`config.mk`:
```
export PLATFORM = sky130hd
export DESIGN_NAME = prsc_top
export DESIGN_NICKNAME = d
export VERILOG_FILES = /design/src/prsc_pkg.sv /design/src/prsc_top.sv /design/src/prsc_sync.sv
export SDC_FILE = /design/constraint.sdc
export NUM_CORES = 1
export LEC_CHECK = 0
export BUFFER_PORTS_ARGS = -buffer_cell sky130_fd_sc_hd__buf_2
export CAP_MARGIN = 0
export CORE_ASPECT_RATIO = 1.1
export CORE_MARGIN = 8
export CORE_UTILIZATION = 51
export DETAILED_ROUTE_END_ITERATION = 7
export PLACE_DENSITY_LB_ADDON = 0.08
export SYNTH_ARGS = -nofsm -noshare
export SYNTH_HDL_FRONTEND = slang
export SYNTH_SLANG_ARGS = --single-unit
```
`constraint.sdc`:
```
create_clock -name clk_sys_i -period 2.2 [get_ports clk_sys_i]
set_clock_uncertainty 0.05 [all_clocks]
set_input_delay 0.22 -clock clk_sys_i [delete_from_list [all_inputs] [get_ports clk_sys_i]]
set_output_delay 0.22 -clock clk_sys_i [all_outputs]
set_load 0.005 [all_outputs]
```
`src/prsc_pkg.sv`:
```
//////////////////////////////////////////////////////////////////////////////
// Purpose: Constants for the PLL reference switchover control block
// Assumes: Single 100 MHz system clock, references sampled as pins
// Notes: Register bit positions kept as named constants
// Contract
// - Antibacklash pulse width comes from a two-bit configuration field.
// - Charge pump mode field selects tristate, normal, pump up or pump down.
// - Charge pump current offers eight steps, nominal maximum 4.8 mA.
// - Reference input type, differential or dual single-ended, is configurable.
// - After reset all reference inputs are disabled until enabled.
// - Differential buffer off when PLL off or differential mode unselected.
// - Each single-ended buffer off when PLL off or its own bit set.
// - Differential mode forces both single-ended buffers off.
// - Reference switching exists only in dual single-ended mode.
// - Manual selection comes from a register bit or the select pin.
// - Auto modes: prefer primary with return, or stay on secondary.
// - Primary missing after two secondary falling edges without primary edge.
// - After missing, secondary drives PLL from next secondary rising edge.
// - Revert bit clear: return after four primary rises without two secondary falls.
// - Revert bit set: no auto return; software uses manual mode instead.
// - Deglitch blocks grossly misaligned rising edges during a switch.
// - Configuration takes effect only after update location written with 0x01.
// - PLL power field: 00 normal, 01 asynchronous power-down.
//////////////////////////////////////////////////////////////////////////////
package prsc_pkg;
  // Register 0x010 field layout
  localparam int PRSC_PWR_LSB = 0;
  localparam int PRSC_PWR_W = 2;
  localparam int PRSC_CPM_LSB = 4;
  localparam int PRSC_CPM_W = 3;
  // Register 0x017 field layout
  localparam int PRSC_ABP_LSB = 0;
  localparam int PRSC_ABP_W = 2;
  // Register 0x01C bit positions
  localparam int PRSC_SEL_REVERT_BIT = 3;
  localparam int PRSC_SEL_AUTO_BIT = 4;
  localparam int PRSC_SEL_DEGL_DIS_BIT = 7;
  // Update strobe location and value
  localparam logic [9:0] PRSC_UPD_ADDR = 10'h232;
  localparam logic [7:0] PRSC_UPD_VAL = 8'h01;
  // Power encodings
  localparam logic [1:0] PRSC_PWR_NORMAL = 2'h0;
  localparam logic [1:0] PRSC_PWR_ASYNC_OFF = 2'h1;
  // Charge pump current
  localparam int PRSC_CPI_W = 3;
  localparam int PRSC_CPI_MAX_UA = 4800;
  localparam logic [2:0] PRSC_CPI_RST = 3'h7;
  // Edge counts
  localparam int PRSC_MISS_FALLS = 2;
  localparam int PRSC_RETURN_RISES = 4;
  localparam int PRSC_CNT_W = 3;
  // Charge pump mode output
  typedef enum logic [1:0] {
    PRSC_CP_TRISTATE,
    PRSC_CP_NORMAL,
    PRSC_CP_PUMP_UP,
    PRSC_CP_PUMP_DOWN
  } prsc_cp_mode_type;
endpackage

```
`src/prsc_top.sv`:
```
//////////////////////////////////////////////////////////////////////////////
// Purpose: PLL reference type, power and switchover control
// Assumes: References slower than clk_sys_i / 4; host writes shadow fields
// Notes: Shadow fields become active on the update strobe
//////////////////////////////////////////////////////////////////////////////
`timescale 1ns/10ps
module prsc_top #(
  parameter int CNT_W = prsc_pkg::PRSC_CNT_W
) (
  input wire logic clk_sys_i,
  input wire logic srst_i,
  // Shadow configuration
  input wire logic [prsc_pkg::PRSC_PWR_W-1:0] cfg_pll_pwr_i,
  input wire logic [prsc_pkg::PRSC_CPM_W-1:0] cfg_cp_mode_i,
  input wire logic [prsc_pkg::PRSC_CPI_W-1:0] cfg_cp_current_i,
  input wire logic [prsc_pkg::PRSC_ABP_W-1:0] cfg_antibacklash_i,
  input wire logic cfg_diff_mode_i,
  input wire logic cfg_diff_enable_i,
  input wire logic cfg_primary_pd_i,
  input wire logic cfg_secondary_pd_i,
  input wire logic cfg_sel_secondary_i,
  input wire logic cfg_use_pin_sel_i,
  input wire logic cfg_auto_en_i,
  input wire logic cfg_stay_secondary_i,
  input wire logic cfg_deglitch_dis_i,
  // Update strobe location write
  input wire logic upd_we_i,
  input wire logic [9:0] upd_addr_i,
  input wire logic [7:0] upd_data_i,
  // Pins
  input wire logic ref_select_pin_i,
  input wire logic primary_reference_i,
  input wire logic secondary_reference_i,
  // Outputs
  output logic pll_ref_clk_o,
  output logic pll_on_o,
  output logic diff_buf_pd_o,
  output logic primary_buf_pd_o,
  output logic secondary_buf_pd_o,
  output prsc_pkg::prsc_cp_mode_type cp_mode_o,
  output logic [prsc_pkg::PRSC_CPI_W-1:0] cp_current_o,
  output logic [prsc_pkg::PRSC_ABP_W-1:0] antibacklash_o,
  output logic using_secondary_o,
  output logic primary_missing_o
);
  import prsc_pkg::*;

  initial begin
    if (CNT_W < 3) $error("CNT_W too small for edge counts");
  end

  // Charge pump mode decode
  function automatic prsc_cp_mode_type cp_decode(input logic [PRSC_CPM_W-1:0] f);
    case (f)
      3'h3: cp_decode = PRSC_CP_NORMAL;
      3'h1: cp_decode = PRSC_CP_PUMP_UP;
      3'h2: cp_decode = PRSC_CP_PUMP_DOWN;
      default: cp_decode = PRSC_CP_TRISTATE;
    endcase
  endfunction

  typedef enum logic [1:0] {
    PRSC_ST_PRIMARY,
    PRSC_ST_MISSING,
    PRSC_ST_SECONDARY
  } prsc_state_type;

  //////////////////////////////////////////////////////////////////////////
  // Active configuration
  logic [PRSC_PWR_W-1:0] pwr_r, pwr_nxt;
  logic [PRSC_CPM_W-1:0] cpm_r, cpm_nxt;
  logic [PRSC_CPI_W-1:0] cpi_r, cpi_nxt;
  logic [PRSC_ABP_W-1:0] abp_r, abp_nxt;
  logic diff_r, diff_nxt, diff_en_r, diff_en_nxt;
  logic p_pd_r, p_pd_nxt, s_pd_r, s_pd_nxt;
  logic sel_sec_r, sel_sec_nxt, pin_sel_r, pin_sel_nxt;
  logic auto_r, auto_nxt, stay_r, stay_nxt, degl_dis_r, degl_dis_nxt;
  logic upd_hit;

  assign upd_hit = upd_we_i && (upd_addr_i == PRSC_UPD_ADDR) && (upd_data_i == PRSC_UPD_VAL);

  // Transfer shadow on update
  always_comb begin
    pwr_nxt = pwr_r;
    cpm_nxt = cpm_r;
    cpi_nxt = cpi_r;
    abp_nxt = abp_r;
    diff_nxt = diff_r;
    diff_en_nxt = diff_en_r;
    p_pd_nxt = p_pd_r;
    s_pd_nxt = s_pd_r;
    sel_sec_nxt = sel_sec_r;
    pin_sel_nxt = pin_sel_r;
    auto_nxt = auto_r;
    stay_nxt = stay_r;
    degl_dis_nxt = degl_dis_r;
    if (upd_hit) begin
      pwr_nxt = cfg_pll_pwr_i;
      cpm_nxt = cfg_cp_mode_i;
      cpi_nxt = cfg_cp_current_i;
      abp_nxt = cfg_antibacklash_i;
      diff_nxt = cfg_diff_mode_i;
      diff_en_nxt = cfg_diff_enable_i;
      p_pd_nxt = cfg_primary_pd_i;
      s_pd_nxt = cfg_secondary_pd_i;
      sel_sec_nxt = cfg_sel_secondary_i;
      pin_sel_nxt = cfg_use_pin_sel_i;
      auto_nxt = cfg_auto_en_i;
      stay_nxt = cfg_stay_secondary_i;
      degl_dis_nxt = cfg_deglitch_dis_i;
    end
  end

  // Active configuration registers, inputs off after reset
  always_ff @(posedge clk_sys_i) begin
    if (srst_i) begin
      pwr_r <= PRSC_PWR_ASYNC_OFF;
      cpm_r <= '0;
      cpi_r <= PRSC_CPI_RST;
      abp_r <= '0;
      diff_r <= 1'b0;
      diff_en_r <= 1'b0;
      p_pd_r <= 1'b1;
      s_pd_r <= 1'b1;
      sel_sec_r <= 1'b0;
      pin_sel_r <= 1'b0;
      auto_r <= 1'b0;
      stay_r <= 1'b0;
      degl_dis_r <= 1'b0;
    end else begin
      pwr_r <= pwr_nxt;
      cpm_r <= cpm_nxt;
      cpi_r <= cpi_nxt;
      abp_r <= abp_nxt;
      diff_r <= diff_nxt;
      diff_en_r <= diff_en_nxt;
      p_pd_r <= p_pd_nxt;
      s_pd_r <= s_pd_nxt;
      sel_sec_r <= sel_sec_nxt;
      pin_sel_r <= pin_sel_nxt;
      auto_r <= auto_nxt;
      stay_r <= stay_nxt;
      degl_dis_r <= degl_dis_nxt;
    end
  end

  //////////////////////////////////////////////////////////////////////////
  // Pin synchronisers
  logic prim_s, sec_s, sel_pin_s;

  prsc_sync u_sync_prim (
    .clk_sys_i(clk_sys_i),
    .srst_i(srst_i),
    .async_i(primary_reference_i),
    .sync_o(prim_s)
  );
  prsc_sync u_sync_sec (
    .clk_sys_i(clk_sys_i),
    .srst_i(srst_i),
    .async_i(secondary_reference_i),
    .sync_o(sec_s)
  );
  prsc_sync u_sync_sel (
    .clk_sys_i(clk_sys_i),
    .srst_i(srst_i),
    .async_i(ref_select_pin_i),
    .sync_o(sel_pin_s)
  );

  //////////////////////////////////////////////////////////////////////////
  // Power and buffer control
  logic pll_off;
  assign pll_off = (pwr_r != PRSC_PWR_NORMAL);
  assign pll_on_o = !pll_off;
  assign diff_buf_pd_o = pll_off || !diff_r || !diff_en_r;
  assign primary_buf_pd_o = pll_off || p_pd_r || diff_r;
  assign secondary_buf_pd_o = pll_off || s_pd_r || diff_r;
  assign cp_mode_o = cp_decode(cpm_r);
  assign cp_current_o = cpi_r;
  assign antibacklash_o = abp_r;

  //////////////////////////////////////////////////////////////////////////
  // Switchover state machine
  prsc_state_type st_r, st_nxt;
  logic [CNT_W-1:0] miss_cnt_r, miss_cnt_nxt, ret_cnt_r, ret_cnt_nxt;
  logic [CNT_W-1:0] ret_fall_r, ret_fall_nxt;
  logic prim_d_r, sec_d_r, ctx_r;
  logic prim_rise, prim_edge, sec_rise, sec_fall;
  logic manual_sec, ctx, ctx_chg;
  logic use_sec_r, use_sec_nxt, gate_r, gate_nxt, out_r, out_nxt;

  assign prim_edge = prim_s ^ prim_d_r;
  assign prim_rise = prim_s && !prim_d_r;
  assign sec_rise = sec_s && !sec_d_r;
  assign sec_fall = !sec_s && sec_d_r;
  assign manual_sec = pin_sel_r ? sel_pin_s : sel_sec_r;
  assign ctx = manual_sec;
  assign ctx_chg = (ctx != ctx_r) || upd_hit;

  // Next switchover state
  always_comb begin
    st_nxt = st_r;
    miss_cnt_nxt = miss_cnt_r;
    ret_cnt_nxt = ret_cnt_r;
    ret_fall_nxt = ret_fall_r;
    if (diff_r || !auto_r || ctx_chg) begin
      st_nxt = PRSC_ST_PRIMARY;
      miss_cnt_nxt = '0;
      ret_cnt_nxt = '0;
      ret_fall_nxt = '0;
    end else begin
      case (st_r)
        PRSC_ST_PRIMARY: begin
          if (prim_edge) begin
            miss_cnt_nxt = '0;
          end else if (sec_fall) begin
            miss_cnt_nxt = miss_cnt_r + 1'b1;
            if (miss_cnt_r == CNT_W'(PRSC_MISS_FALLS - 1)) begin
              st_nxt = PRSC_ST_MISSING;
              miss_cnt_nxt = '0;
            end
          end
        end
        PRSC_ST_MISSING: begin
          if (sec_rise) begin
            st_nxt = PRSC_ST_SECONDARY;
          end
        end
        PRSC_ST_SECONDARY: begin
          if (!stay_r) begin
            if (sec_fall) begin
              ret_fall_nxt = ret_fall_r + 1'b1;
              if (ret_fall_r == CNT_W'(PRSC_MISS_FALLS - 1)) begin
                ret_cnt_nxt = '0;
                ret_fall_nxt = '0;
              end
            end
            if (prim_rise) begin
              ret_cnt_nxt = ret_cnt_r + 1'b1;
              ret_fall_nxt = '0;
              if (ret_cnt_r == CNT_W'(PRSC_RETURN_RISES - 1)) begin
                st_nxt = PRSC_ST_PRIMARY;
                ret_cnt_nxt = '0;
              end
            end
          end
        end
        default: st_nxt = PRSC_ST_PRIMARY;
      endcase
    end
  end

  // Selection and deglitch gate
  always_comb begin
    if (diff_r) begin
      use_sec_nxt = 1'b0;
    end else if (auto_r) begin
      use_sec_nxt = (st_nxt == PRSC_ST_SECONDARY);
    end else begin
      use_sec_nxt = manual_sec;
    end
    gate_nxt = gate_r;
    if (use_sec_nxt != use_sec_r) begin
      gate_nxt = !degl_dis_r;
    end else if (gate_r && !(use_sec_r ? sec_s : prim_s)) begin
      gate_nxt = 1'b0;
    end
    if (gate_r) begin
      out_nxt = 1'b0;
    end else begin
      out_nxt = use_sec_r ? sec_s : prim_s;
    end
  end

  // Switchover registers
  always_ff @(posedge clk_sys_i) begin
    if (srst_i) begin
      st_r <= PRSC_ST_PRIMARY;
      miss_cnt_r <= '0;
      ret_cnt_r <= '0;
      ret_fall_r <= '0;
      prim_d_r <= 1'b0;
      sec_d_r <= 1'b0;
      ctx_r <= 1'b0;
      use_sec_r <= 1'b0;
      gate_r <= 1'b0;
      out_r <= 1'b0;
    end else begin
      st_r <= st_nxt;
      miss_cnt_r <= miss_cnt_nxt;
      ret_cnt_r <= ret_cnt_nxt;
      ret_fall_r <= ret_fall_nxt;
      prim_d_r <= prim_s;
      sec_d_r <= sec_s;
      ctx_r <= ctx;
      use_sec_r <= use_sec_nxt;
      gate_r <= gate_nxt;
      out_r <= out_nxt;
    end
  end

  assign pll_ref_clk_o = out_r;
  assign using_secondary_o = use_sec_r;
  assign primary_missing_o = (st_r != PRSC_ST_PRIMARY);
endmodule

```
`src/prsc_sync.sv`:
```
//////////////////////////////////////////////////////////////////////////////
// Purpose: Three-stage pin synchroniser with agreement filter
// Assumes: Input is asynchronous to clk_sys_i
// Notes: First stage only feeds the second stage
//////////////////////////////////////////////////////////////////////////////
`timescale 1ns/10ps
module prsc_sync (
  input wire logic clk_sys_i,
  input wire logic srst_i,
  input wire logic async_i,
  output logic sync_o
);
  logic s1_r, s2_r, s3_r, out_r;
  logic s1_nxt, s2_nxt, s3_nxt, out_nxt;

  // Shift chain and agreement
  always_comb begin
    s1_nxt = async_i;
    s2_nxt = s1_r;
    s3_nxt = s2_r;
    out_nxt = (s2_r == s3_r) ? s3_r : out_r;
  end

  // Register stage
  always_ff @(posedge clk_sys_i) begin
    if (srst_i) begin
      s1_r <= 1'b0;
      s2_r <= 1'b0;
      s3_r <= 1'b0;
      out_r <= 1'b0;
    end else begin
      s1_r <= s1_nxt;
      s2_r <= s2_nxt;
      s3_r <= s3_nxt;
      out_r <= out_nxt;
    end
  end

  assign sync_o = out_r;
endmodule

```
==> impl_metrics.env <==
export IMPL_port_buffers=56
export IMPL_maxCapViolCount=0
export IMPL_met2_usage=0.2351
export IMPL_synthesis_area_um2=2081
export IMPL_rsz0062_at_grt="no"
export IMPL_ios=57
export IMPL_slew_headroom=0.6853
export IMPL_start_kind="register"
export IMPL_vias=1627
export IMPL_ir_drop_mv=0.4547
export IMPL_status="finished clean"
export IMPL_drive_gt1_frac=0.2910
export IMPL_htreeDepth=2
export IMPL_postPlaceCellArea_um2=2401
export IMPL_worstSkewPairLatency_ns=0.31
export IMPL_power_mw=1.496
export IMPL_top_usage_layer="met2"
export IMPL_ant_nets=0
export IMPL_post_dp_hpwl_um=3186
export IMPL_cts_max_path_buffers=2
export IMPL_final_nets=312
export IMPL_switchingPower_mw=0.3266
export IMPL_ys_flop_type="dfxtp_1"
export IMPL_std_cell_rows=24
export IMPL_final_min_clock_period_ns=1.703
export IMPL_swShare=0.2183
export IMPL_synth_edff_count=0
export IMPL_ys_seq_area_frac=0.4618
export IMPL_n_antenna_cell=0
export IMPL_syn_area_per_cell_um2=10.05
export IMPL_whs_ns=0.05947
export IMPL_setup_viol=0
export IMPL_p_int_mw=1.170
export IMPL_die_w_um=76.90
export IMPL_r2r_cells=6
export IMPL_placed_cells=312
export IMPL_coreArea_um2=3934
export IMPL_stdcell_area_um2=2497
export IMPL_timing_rr_start="u_sync_prim.sync_o"
export IMPL_drc_errors=0
export IMPL_final_cell_count_no_fill=320
export IMPL_die_h_um=82.99
export IMPL_wl_per_cell_um=12.83
export IMPL_hp_class="in2reg"
export IMPL_yosys_warnings=0
export IMPL_regArea_um2=960.9
export IMPL_ys_types=47
export IMPL_multiInputGateArea_um2=1042
export IMPL_p_per_area_nw_per_um2=599.1
export IMPL_grt_max_degree=28
export IMPL_initial_core_util=0.5289
export IMPL_gp_congestion=0.7887
export IMPL_p_seq_frac=0.586
export IMPL_grt_pass1_vias=1690
export IMPL_cts_sinks=48
export IMPL_hold_depth=2
export IMPL_final_max_slew_viol_count=0
export IMPL_crit_type="reg2reg"
export IMPL_fillCellCount=358
export IMPL_fmax_ghz=0.5873
export IMPL_hold_viol=0
export IMPL_timing_final_crit_share=0.7740
export IMPL_grtUsageMet1=0.1344
export IMPL_cp_required_ns=2.41
export IMPL_arrival_ns=1.91
export IMPL_gr_usage_met3=0.06681
export IMPL_syn_to_final_growth_pct=20.02
export IMPL_cts_root_buffer="clkbuf_8"
export IMPL_grt_pass1_wl_um=7189
export IMPL_end_kind="register"
export IMPL_cts_setup_buffers=0
export IMPL_r2r_end="gate_r"
export IMPL_cts_resized_gates=0
export IMPL_power_leakage_nw=0.9818
export IMPL_drt_first_pass_iters=4
export IMPL_critPathMaxFanout=8
export IMPL_p_comb_frac=0.044
export IMPL_antenna_found_initial=0
export IMPL_hp_start="cfg_cp_current_i[2]"
export IMPL_path_clk_slew_ns=0.09
export IMPL_synth_seq_cells=48
export IMPL_async_flop_share=0
export IMPL_worst_pin_slew_ns=0.4695
export IMPL_cts_tree="done"
export IMPL_cts_buffers=5
export IMPL_synth_fp_nets=252
export IMPL_syn_inst=207
export IMPL_p_clk_frac=0.369
export IMPL_tns_ns=0
export IMPL_grt_use_total=0.1354
export IMPL_routed_wirelength_um=4105
export IMPL_reg2reg_slack_ns=0.50
export IMPL_die_area_um2=6382
export IMPL_cts_hold_buf=0
export IMPL_whs_endpoint="cp_current_o[2]"
export IMPL_drt_iter0_markers=45
export IMPL_grt_overflow=0
export IMPL_post_drt_via_cell_ratio=5.084
[routing by layer]
| metal | vias to the layer above | wire length (um) |
|---|---|---|
| met2 | 34 | 2034 |
| met1 | 741 | 1697 |
| met3 | 7 | 307 |
| li1 | 845 | - |
| met5 | - | 0 |
| met4 | 0 | 65 |
[cell usage in the layout, fill, tap and decap left out, types with 2 or more instances in the layout]
master,Yosys,final
a211o_1,6,6
a211oi_1,2,2
a21oi_1,6,6
a32oi_1,3,3
and3_1,2,2
and4bb_1,2,2
buf_2,1,56
buf_4,0,4
clkbuf_8,0,6
dfxtp_1,48,48
ha_1,2,2
inv_1,6,6
mux2i_1,15,15
nand2_1,9,9
nand2b_1,3,3
nand3_1,3,3
nor2_1,30,30
nor2b_1,20,20
nor3_1,7,7
nor4b_4,2,2
o21ai_0,4,4
o31a_1,2,2
or4_1,2,2
xnor2_1,3,3
xor2_1,2,2
[synthesized netlist by cell type (3+ instances only)]
cell | instances | share of area
a211o_1 | 6 | 0.025
mux2i_1 | 15 | 0.072
nand2b_1 | 3 | 0.0090
o21ai_0 | 4 | 0.0096
dfxtp_1 | 48 | 0.46
a32oi_1 | 3 | 0.013
inv_1 | 6 | 0.011
nand2_1 | 9 | 0.016
a21oi_1 | 6 | 0.014
nor2b_1 | 20 | 0.060
nand3_1 | 3 | 0.0072
nor3_1 | 7 | 0.017
nor2_1 | 30 | 0.054
clkbuf_1 | 4 | 0.0072
xnor2_1 | 3 | 0.013
[critical path, stage by stage (launching register included)]
cell and delay (ns):
dfxtp_1 0.35, ha_1 0.30, nor4bb_1 0.16, o31a_1 0.27
a211oi_1 0.28, o221ai_1 0.17, nand2_1 0.08
[state kept, by name, summed over array words and instances (netlist names), 2 cells and up]
register and cells:
ret_fall_r 3, miss_cnt_r 3, st_r 2, cpm_r 3, cp_current_o 3, antibacklash_o 2
pwr_r 2, ret_cnt_r 3
[worst max-delay path by stage]
stage	start	to	slack (ns)	depth (start not counted)
2_1_floorplan	u_sync_prim.sync_o	gate_r	0.63	6
3_3_place_gp	upd_data_i[1]	p_pd_r	0.49	7
3_5_place_dp	upd_data_i[1]	cp_current_o[1]	0.47	7
4_1_cts	u_sync_prim.sync_o	gate_r	0.49	6
5_1_grt	pin_sel_r	ret_fall_r[1]	0.28	4
6_report	u_sync_prim.sync_o	gate_r	0.50	6
[power groups by stage]
stage          clock, mW  sequential [mW]  combinational, mW
3_3_place_gp           0            0.898             0.0668
2_1_floorplan          0            0.897             0.0232
5_1_grt            0.608            0.879             0.0736
3_5_place_dp           0            0.898             0.0673
6_report           0.553            0.877             0.0663
4_1_cts            0.573            0.878             0.0675
[logic make-up (layout without fill, tap and decap cells)]
group	Yosys count	in the layout	synth area share
muxes	17	17	0.08418
adders and majority gates	2	2	0.01202
AOI/OAI and AO/OA	29	29	0.1088
xor gates and xnor gates	5	5	0.02105
buffers and inverters	13	74	0.03728
and+or+nand+nor	93	93	0.2748
DFF	48	48	0.4618
[per-stage QoR]
step	util	setup slack [ns]
after floorplan	-	0.6328
after global placement	0.6104	0.4871
after detailed placement	0.6104	0.4703
after CTS	0.6349	0.4894
after global routing	0.6349	0.2820
final	0.6349	0.4973
[cell type report]
| cell class | count | share of cell area |
|---|---|---|
| clock buffers | 6 | 0.03307 |
| multi-input cells | 146 | 0.4173 |
| repair buffers | 60 | 0.1242 |
| well taps | 52 | 0.02605 |
| inverters | 6 | 0.009018 |
| clock inverters | 2 | 0.005511 |
| flip-flops and latches | 48 | 0.3848 |
Note: power is estimated with default switching activity, not from simulation.
